`src/ifd_pkg.sv`:
```
// constants and types for the instruction field decoder
// assumes 16-bit instruction words and a single core clock
package ifd_pkg;
  // ***************************************
  // word layout
  // ***************************************
  localparam int unsigned INSTR_W = 16;
  localparam int unsigned OPC6_HI = 15;
  localparam int unsigned OPC6_LO = 10;
  localparam int unsigned D_BIT = 9;
  localparam int unsigned A_BIT = 8;
  localparam int unsigned S_BIT = 8;
  localparam int unsigned FILE_HI = 7;
  localparam int unsigned FILE_LO = 0;
  localparam int unsigned OPC4_LO = 12;
  localparam int unsigned BIT_HI = 11;
  localparam int unsigned BIT_LO = 9;
  localparam int unsigned LIT_OPC_LO = 8;
  localparam int unsigned ADDR12_HI = 11;
  localparam int unsigned OFS_HI = 6;
  localparam int unsigned TBL_MODE_HI = 1;
  // ***************************************
  // widths
  // ***************************************
  localparam int unsigned ADDR12_W = 12;
  localparam int unsigned TARGET_W = 20;
  localparam int unsigned TBL_PTR_W = 21;
  localparam int unsigned BYTE_W = 8;
  localparam int unsigned OFS_W = 7;
  localparam int unsigned BANK_W = 4;
  // ***************************************
  // opcode patterns
  // ***************************************
  localparam logic [3:0] NIB_MOVE = 4'hC;
  localparam logic [3:0] NIB_SECOND = 4'hF;
  localparam logic [7:0] OPC_GOTO = 8'hEF;
  localparam logic [6:0] OPC_CALL = 7'h76;
  localparam logic [3:0] ACCESS_BANK = 4'h0;
  // ***************************************
  // reset values
  // ***************************************
  localparam logic [20:0] TBL_PTR_RST = 21'h000000;
  localparam logic [7:0] TBL_LATCH_RST = 8'h00;
  localparam logic [15:0] WORD_RST = 16'h0000;
  localparam logic [20:0] TBL_STEP = 21'h000001;
  // ***************************************
  // types
  // ***************************************
  typedef enum logic [1:0] {
    TBL_HOLD,
    TBL_POST_INC,
    TBL_POST_DEC,
    TBL_PRE_INC
  } ifd_tbl_mode_t;
  typedef enum logic {
    ST_FIRST,
    ST_SECOND
  } ifd_state_t;
endpackage

```
`src/ifd_decoder.sv`:
```
// instruction field decoder: splits instruction words into operand fields
// assumes fetch and execute run on clk_sys_i and feed it same-clock signals
//
// Summary of operation
// - byte ops give a six-bit opcode, destination bit 9, bank bit 8 and file address 7:0.
// - destination bit zero writes the working register, one writes the file register.
// - bank bit zero forces the access bank and ignores the bank select register.
// - the file-to-file move carries a 12-bit source in word one and destination in word two.
// - bit ops give opcode 15:12, bit position 11:9, bank bit 8 and file address 7:0.
// - literal ops give opcode 15:8 and an eight-bit constant in 7:0.
// - the fast select bit set saves or restores shadow registers, clear leaves them alone; here only a fast call raises shadow_update_o, nothing restores.
// - the table pointer is 21 bits into program memory, bytes go through an 8-bit latch.
// - indexed forms add 7-bit source and destination offsets to a pointer.
// - don't-care bits never change decoding and should be written as zero.
// - call and goto targets are 20 bits: 7:0 from word one, 19:8 from a 1111 second word.
// - a second word with top nibble 1111 executed alone acts as a no-operation.
module ifd_decoder #(
  parameter int unsigned TBL_PTR_W = ifd_pkg::TBL_PTR_W
) (
  // clock and reset
  input wire logic clk_sys_i,
  input wire logic resetn_i,
  // fetch side
  input wire logic [15:0] instr_i,
  input wire logic instr_valid_i,
  output logic need_second_o,
  output logic expect_second_o,
  // execute context
  input wire logic [3:0] bank_select_register_i,
  input wire logic [11:0] index_ptr_i,
  // byte and bit fields
  output logic [5:0] byte_opcode_o,
  output logic dest_is_file_o,
  output logic wr_working_o,
  output logic wr_file_o,
  output logic bank_from_bsr_o,
  output logic [7:0] file_addr_o,
  output logic [11:0] ram_addr_o,
  output logic [3:0] bit_opcode_o,
  output logic [2:0] bit_pos_o,
  // literal fields
  output logic [7:0] lit_opcode_o,
  output logic [7:0] literal_o,
  // indexed offsets
  output logic [11:0] idx_src_addr_o,
  output logic [11:0] idx_dst_addr_o,
  // two-word results
  output logic second_nop_o,
  output logic bad_second_o,
  output logic move_done_o,
  output logic [11:0] move_src_o,
  output logic [11:0] move_dst_o,
  output logic target_valid_o,
  output logic [19:0] target_o,
  output logic shadow_update_o,
  // table access
  input wire logic tbl_load_i,
  input wire logic [TBL_PTR_W-1:0] tbl_load_val_i,
  input wire logic tbl_step_i,
  input wire logic [7:0] tbl_rd_data_i,
  input wire logic tbl_rd_valid_i,
  output logic [1:0] tbl_mode_o,
  output logic [TBL_PTR_W-1:0] table_pointer_o,
  output logic [TBL_PTR_W-1:0] table_addr_o,
  output logic [7:0] table_byte_latch_o
);
  // ***************************************
  // two-word sequencing
  // ***************************************
  ifd_pkg::ifd_state_t state_q, state_d;
  logic [15:0] first_q, first_d;
  logic in_first;
  logic is_move, is_goto, is_call, two_word, second_ok;
  logic held_move, held_call, held_goto;
  logic [15:0] word1;

  assign in_first = (state_q == ifd_pkg::ST_FIRST);
  assign is_move = (instr_i[ifd_pkg::OPC6_HI:ifd_pkg::OPC4_LO] == ifd_pkg::NIB_MOVE);
  assign is_goto = (instr_i[ifd_pkg::OPC6_HI:ifd_pkg::LIT_OPC_LO] == ifd_pkg::OPC_GOTO);
  assign is_call = (instr_i[ifd_pkg::OPC6_HI:ifd_pkg::S_BIT+1] == ifd_pkg::OPC_CALL);
  assign two_word = is_move | is_goto | is_call;
  assign second_ok = (instr_i[ifd_pkg::OPC6_HI:ifd_pkg::OPC4_LO] == ifd_pkg::NIB_SECOND);
  assign held_move = (first_q[ifd_pkg::OPC6_HI:ifd_pkg::OPC4_LO] == ifd_pkg::NIB_MOVE);
  assign held_goto = (first_q[ifd_pkg::OPC6_HI:ifd_pkg::LIT_OPC_LO] == ifd_pkg::OPC_GOTO);
  assign held_call = (first_q[ifd_pkg::OPC6_HI:ifd_pkg::S_BIT+1] == ifd_pkg::OPC_CALL);
  assign word1 = in_first ? instr_i : first_q;

  assign need_second_o = instr_valid_i & in_first & two_word;
  assign expect_second_o = ~in_first;

  always_comb begin
    state_d = state_q;
    first_d = first_q;
    case (state_q)
      ifd_pkg::ST_FIRST: begin
        if (need_second_o) begin
          first_d = instr_i;
          state_d = ifd_pkg::ST_SECOND;
        end
      end
      ifd_pkg::ST_SECOND: begin
        if (instr_valid_i) begin
          state_d = ifd_pkg::ST_FIRST;
        end
      end
      default: begin
        state_d = ifd_pkg::ST_FIRST;
      end
    endcase
  end

  always_ff @(posedge clk_sys_i) begin
    if (!resetn_i) begin
      state_q <= ifd_pkg::ST_FIRST;
      first_q <= ifd_pkg::WORD_RST;
    end else begin
      state_q <= state_d;
      first_q <= first_d;
    end
  end

  // ***************************************
  // single-word fields
  // ***************************************
  // byte op fields
  assign byte_opcode_o = instr_i[ifd_pkg::OPC6_HI:ifd_pkg::OPC6_LO];
  assign dest_is_file_o = instr_i[ifd_pkg::D_BIT];
  assign bank_from_bsr_o = instr_i[ifd_pkg::A_BIT];
  assign file_addr_o = instr_i[ifd_pkg::FILE_HI:ifd_pkg::FILE_LO];
  assign wr_working_o = ~instr_i[ifd_pkg::D_BIT];
  assign wr_file_o = instr_i[ifd_pkg::D_BIT];
  assign ram_addr_o = instr_i[ifd_pkg::A_BIT] ? {bank_select_register_i, file_addr_o}
                                              : {ifd_pkg::ACCESS_BANK, file_addr_o};
  assign bit_opcode_o = instr_i[ifd_pkg::OPC6_HI:ifd_pkg::OPC4_LO];
  assign bit_pos_o = instr_i[ifd_pkg::BIT_HI:ifd_pkg::BIT_LO];
  assign lit_opcode_o = instr_i[ifd_pkg::OPC6_HI:ifd_pkg::LIT_OPC_LO];
  assign literal_o = instr_i[ifd_pkg::FILE_HI:ifd_pkg::FILE_LO];
  assign idx_src_addr_o = index_ptr_i + {5'h00, word1[ifd_pkg::OFS_HI:0]};
  assign idx_dst_addr_o = index_ptr_i + {5'h00, instr_i[ifd_pkg::OFS_HI:0]};

  // ***************************************
  // two-word fields
  // ***************************************
  // lone second word is a no-op
  assign second_nop_o = instr_valid_i & in_first & second_ok;
  assign bad_second_o = instr_valid_i & ~in_first & ~second_ok;
  assign move_src_o = first_q[ifd_pkg::ADDR12_HI:0];
  assign move_dst_o = instr_i[ifd_pkg::ADDR12_HI:0];
  assign move_done_o = instr_valid_i & ~in_first & second_ok & held_move;
  assign target_o = {instr_i[ifd_pkg::ADDR12_HI:0], first_q[ifd_pkg::FILE_HI:0]};
  assign target_valid_o = instr_valid_i & ~in_first & second_ok & (held_goto | held_call);
  // shadow update only on fast call
  assign shadow_update_o = target_valid_o & held_call & first_q[ifd_pkg::S_BIT];
  // unused bits are never decoded
  // only the fields above are looked at, so stray bits cannot change a decode

  // ***************************************
  // table pointer and byte latch
  // ***************************************
  logic [TBL_PTR_W-1:0] tptr_q, tptr_d;
  logic [7:0] tlat_q, tlat_d;
  logic [TBL_PTR_W-1:0] step;

  assign tbl_mode_o = instr_i[ifd_pkg::TBL_MODE_HI:0];
  assign step = TBL_PTR_W'(ifd_pkg::TBL_STEP);

  always_comb begin
    tptr_d = tptr_q;
    tlat_d = tlat_q;
    if (tbl_load_i) begin
      tptr_d = tbl_load_val_i;
    end else if (tbl_step_i) begin
      case (ifd_pkg::ifd_tbl_mode_t'(tbl_mode_o))
        ifd_pkg::TBL_POST_INC: tptr_d = tptr_q + step;
        ifd_pkg::TBL_POST_DEC: tptr_d = tptr_q - step;
        ifd_pkg::TBL_PRE_INC: tptr_d = tptr_q + step;
        default: tptr_d = tptr_q;
      endcase
    end
    if (tbl_rd_valid_i) begin
      tlat_d = tbl_rd_data_i;
    end
  end

  always_ff @(posedge clk_sys_i) begin
    if (!resetn_i) begin
      tptr_q <= TBL_PTR_W'(ifd_pkg::TBL_PTR_RST);
      tlat_q <= ifd_pkg::TBL_LATCH_RST;
    end else begin
      tptr_q <= tptr_d;
      tlat_q <= tlat_d;
    end
  end

  // pre-increment addresses memory with the stepped value
  assign table_pointer_o = tptr_q;
  assign table_addr_o = (ifd_pkg::ifd_tbl_mode_t'(tbl_mode_o) == ifd_pkg::TBL_PRE_INC)
                        ? tptr_q + step : tptr_q;
  assign table_byte_latch_o = tlat_q;
endmodule

```
`config.mk`:
```
export PLATFORM = sky130hd
export DESIGN_NAME = ifd_decoder
export DESIGN_NICKNAME = d
export VERILOG_FILES = /design/src/ifd_pkg.sv /design/src/ifd_decoder.sv
export SDC_FILE = /design/constraint.sdc
export NUM_CORES = 1
export LEC_CHECK = 0
export BUFFER_PORTS_ARGS = -buffer_cell sky130_fd_sc_hd__buf_4
export CORE_MARGIN = 2
export CORE_UTILIZATION = 35
export DETAILED_ROUTE_END_ITERATION = 16
export GPL_ROUTABILITY_DRIVEN = 1
export PLACE_DENSITY = 0.66
export SYNTH_ARGS = -nofsm -noshare
export SYNTH_HDL_FRONTEND = slang
export SYNTH_SLANG_ARGS = --single-unit
```
`constraint.sdc`:
```
create_clock -name clk_sys_i -period 5.3 [get_ports clk_sys_i]
set_input_delay 1.06 -clock clk_sys_i [delete_from_list [all_inputs] [get_ports clk_sys_i]]
set_output_delay 1.06 -clock clk_sys_i [all_outputs]
set_load 0.03 [all_outputs]
```
# Word-level counts from Yosys, hierarchy flattened
# Cells that the tools add are included.
dict set report word_totals {
  register_bits 46
  output_inout_bits 180
  wordCells 48
}
dict set report classes {
  bitwise_logic 16
  reduce_logical 5
  muxes 9
  n_addsub 4
  eq_ne 10
}
# operator count
set op_table {}
lappend op_table {{2-to-1 mux 21 bit} 3}
lappend op_table {{one-hot mux 21 bit (2 select lines)} 1}
lappend op_table {{adder 12 x 7 -> 12 bit} 2}
lappend op_table {{adder 21 x 1 -> 21 bit, second input constant} 1}
lappend op_table {{subtractor 21 x 1 -> 21 bit, second input constant} 1}
lappend op_table {{== test 8 bit, second input constant} 2}
lappend op_table {{== test 7 bit, second input constant} 2}
lappend op_table {{== test 4 bit, second input constant} 3}
lappend op_table {{2-to-1 mux 12 bit} 1}
lappend op_table {{bitwise AND 1 bit} 10}
lappend op_table {{2-to-1 mux 7 bit} 1}
lappend op_table {{== test 2 bit, second input constant} 2}
lappend op_table {{AND reduction 2 bit} 2}
lappend op_table {{inverter 1 bit} 3}
lappend op_table {{bitwise OR 1 bit} 3}
lappend op_table {{nonzero test 3 bit} 1}
lappend op_table {{== test 2 x 1 -> 1 bit, second input constant} 1}
lappend op_table {{2-to-1 mux 1 bit} 2}
lappend op_table {{one-hot mux 1 bit (2 select lines)} 1}
lappend op_table {{nonzero test 2 bit} 1}
lappend op_table {{OR reduction 2 bit} 1}

# Depth between registers and ports, before layout
dict set report logic_depth {
  ltp_word 6
  depth_mapped 10
}

# Worst setup path after synthesis
# No wires, ideal clock.
dict set report synth_timing {
  path_kind {input port to output port}
  from {input port instr_i[0]}
  to {output port idx_src_addr_o[10]}
  arrival_time_ns 3.261
  n_path_buf 1
  stages 10
  t_required_ns 4.240
  path_slack_ns 0.979
  path_cell_list {clkbuf_1 -> inv_1 -> o21ai_0 -> ha_1 -> fa_1 -> a21o_1 -> a21oi_1 -> o21ai_0 -> o311ai_0 -> xnor2_1}
}
dict set report synth_between {
  elab_chain_cells 2
}
# item line_no
set synth_lines {}
lappend synth_lines {{start: declaration} ifd_decoder.sv:24} ;# input wire logic [15:0] instr_i,
lappend synth_lines {{2-to-1 mux 7 bit} ifd_decoder.sv:86} ;# assign word1 = in_first ? instr_i : first_q;
lappend synth_lines {{adder 12 x 7 -> 12 bit} ifd_decoder.sv:138} ;# assign idx_src_addr_o = index_ptr_i + {5'h00, word1[ifd_pkg::OFS_HI:0]};
lappend synth_lines {{end: declaration} ifd_decoder.sv:45} ;# output logic [11:0] idx_src_addr_o,
# No other way between the ends.

# Final worst setup path
dict set report layout_timing {
  from {input port instr_i[0]}
  to {output port idx_src_addr_o[8]}
}
# The elaborated chain is that of the path after synthesis.

==> impl_results.md <==
* Clock Skew at 10.8 ps
* Register share of total power at 0.308
* Synth-to-layout area growth at 30.7%
* Initial antenna violation count at 0
* 1st-iter DRT viols at 166
* Setup-failing EPs final at 0
* Clock power share at 0.249
* Crit. End Element: output port
* Clock Path Buffers at 2
* FMAX at 212 MHz
* Syn. warnings at 0
* Main synth FF type: dfxtp_1
* Number of synthesized flops with an enable pin at 0
* Wirelength per Cell at 15.9 um
* Sequential fraction of the synthesis area at 0.207
* HPWL after detailed placement at 10.9 mm
* Worst-path clk slew at 60 ps
* Crit-path cells: buf_4, inv_1, o21ai_0, ha_1, fa_1, a21o_1, a21oi_1, o21ai_0, o311ai_0, xnor2_1, buf_4
* Initial core utilization at 0.355
* Clock Latency Late Sink at 290 ps
* Cell Pwr Density at 224 nW/um2
* Post-route clock period utilization at 0.892
* Largest net degree at the start of global routing at 32
* Fillers at 1273
* Postcts setup bufs at 0
* Worst path slowest cell: o311ai_0
* Die area at 13600 um2
* DRC at 0
* CP peak stage delay at 530 ps
* Number of buffers created by CTS at 5
* FP Rows at 41
* Max-cap viol count at 0
* Crit-path max FO at 6
* Global placement routability congestion at 0.931
* Htree depth at 2
* Core area at 12500 um2
* Design Power at 1.30 mW
* Delay-heaviest family, CP: compound AO/OA/AOI/OAI gates
* Vias at 4542
* Worst slew pin tran at 866 ps
* Crit path launch type: input pin
* Mapped cell area at 4440 um2
* Net Switching at 0.537 mW
* Post-cts sizing count at 0
* Worst hold path class: reg2reg
* Sw Ratio at 0.413
* Data arrival, critical path at 3670 ps
* R2r setup slk at 2530 ps
* Layout cell share with drive strength beyond 1 at 0.381
* Worst path required time at 4240 ps
* Leak Pwr at 2.64 nW
* Post-synthesis cell type count at 59
* Seq cells post-synth at 46
* Vias per cell at 5.11
* First-pass GRT wire length at 21.0 mm
* Port Buffer Count at 246
* Die H at 117 um
* Clock Sinks at 46
* WL final at 14.1 mm
* Worst relative slew slack at 0.422
* Highest-count cells in the layout ignoring fill and taps: buf_4, nand2_1, dfxtp_1, nor2_1, a21oi_1
* Antenna-violating nets left at 0
* Power Internal at 0.764 mW
* Kind of critical path: in2out
* # nets final at 801
* Mean Syn Cell Area at 7.48 um2
* Buf/Inv on CP at 3
* Hold Buf Count CTS at 0
* TritonCTS clock tree: done
* Status: finished, final reports clean
* Slew Viols, Final at 0
* Fraction of registers with async set/reset at 0
* RSZ-0062 raised after global routing: false
* Io pins at 247
* Final min period at 4730 ps
* Die width at 117 um
* Logic pwr share at 0.444
* Post-Syn Instances at 593
* Total global-route track usage at 0.193
* Ant diodes at 0
* Max VDD drop at 0.112 mV
* Remaining Overflow, GRT at 0
* Clk root buf: clkbuf_16
* Final setup TNS at 0 ps
* Most common cell after layout, fill and taps aside: buf_4
* Number of global-route vias before repair at 4101
* 1st-pass router iterations at 4
* Final hold vios at 0
* Syn_nets at 678
## per-stage QoR
stage | hold slack [ps] | instance area, um2 | std cells | setup WS [ps] | utilization
after global routing | 490 | 5800 | 889 | 452 | 0.463
after CTS | 468 | 5800 | 889 | 604 | 0.463
after global placement | 443 | 5650 | 881 | 802 | 0.451
after floorplan | 432 | 4440 | 593 | 979 | -
after detailed placement | 453 | 5650 | 881 | 617 | 0.451
final | 462 | 5800 | 889 | 575 | 0.463
## final timing paths
check	startpoint	to	depth (start not counted)
setup reg to reg	table_pointer_o[2]	table_pointer_o[18]	5
hold reg to reg	first_q[15]	first_q[15]	2
setup / recovery	instr_i[0]	idx_src_addr_o[8]	11
hold / removal	first_q[15]	first_q[15]	2
## layout make-up
type | count | area [um2] | area share
inverter | 11 | 41.3 | 0.00712
sequential | 46 | 921 | 0.159
timing repair buffer | 250 | 1880 | 0.324
clock buffer | 5 | 125 | 0.0216
tap | 172 | 215 | 0.0371
clock inverter | 3 | 23.8 | 0.00410
multi-input combinational | 402 | 2600 | 0.448
## power by group through the flow
stage / Combinational, mW / Sequential [mW] / Clock (mW)
2_1_floorplan: 0.388 / 0.412 / 0
3_3_place_gp: 0.570 / 0.407 / 0
3_5_place_dp: 0.577 / 0.408 / 0
4_1_cts: 0.579 / 0.400 / 0.331
5_1_grt: 0.616 / 0.405 / 0.347
6_report: 0.577 / 0.400 / 0.323
## per-layer routing
metal,track usage,routed length (um),vias to the layer above
met3,0.0265,1080,11
met4,0.0502,129,0
met5,0,0,-
li1,-,-,2243
met2,0.356,7250,202
met1,0.236,5650,2086
## worst min-delay path, cell delays in order (launching register included)
cell and delay [ps]:
dfxtp_1 320, nor2_1 40, nor2_1 70
## registers in the layout, indices dropped and copies added, names as in the netlist
name,cells
expect_second_o,1
first_q,16
table_pointer_o,21
table_byte_latch_o,8
## Yosys cell counts (all sizes together) (3+ instances only)
| cell type | instances | area [um2] |
|---|---|---|
| or4 | 7 | 60.1 |
| nor4 | 13 | 81.3 |
| nand4 | 14 | 87.6 |
| nor2 | 45 | 169 |
| buf | 103 | 762 |
| or3 | 6 | 37.5 |
| nand2 | 53 | 199 |
| xor2 | 25 | 219 |
| dfxtp | 46 | 921 |
| o21ai | 27 | 135 |
| a21o | 5 | 37.5 |
| and3 | 9 | 57.6 |
| a31oi | 6 | 37.5 |
| xnor2 | 24 | 210 |
| a21oi | 33 | 165 |
| o311ai | 4 | 35.0 |
| nor3b | 3 | 22.5 |
| a211oi | 8 | 60.1 |
| nor3 | 22 | 110 |
| nand3 | 13 | 65.1 |
| or2 | 5 | 31.3 |
| ha | 16 | 200 |
| a22oi | 3 | 22.5 |
| clkbuf | 31 | 118 |
| o21a | 6 | 45.0 |
| nand2b | 3 | 18.8 |
| mux2i | 10 | 100 |
| inv | 10 | 37.5 |
| mux2 | 7 | 78.8 |
| o211ai | 4 | 30.0 |
| and2 | 6 | 37.5 |
## cells by family after synthesis
logic type	Yosys count	synth area share
and+or+nand+nor	208	0.238
DFF	46	0.207
buffers and inverters	145	0.207
muxes	17	0.0403
xor gates and xnor gates	49	0.0967
AOI/OAI and AO/OA	110	0.156
adders and majority gates	18	0.0541
Power figures use the tool's default switching activity.
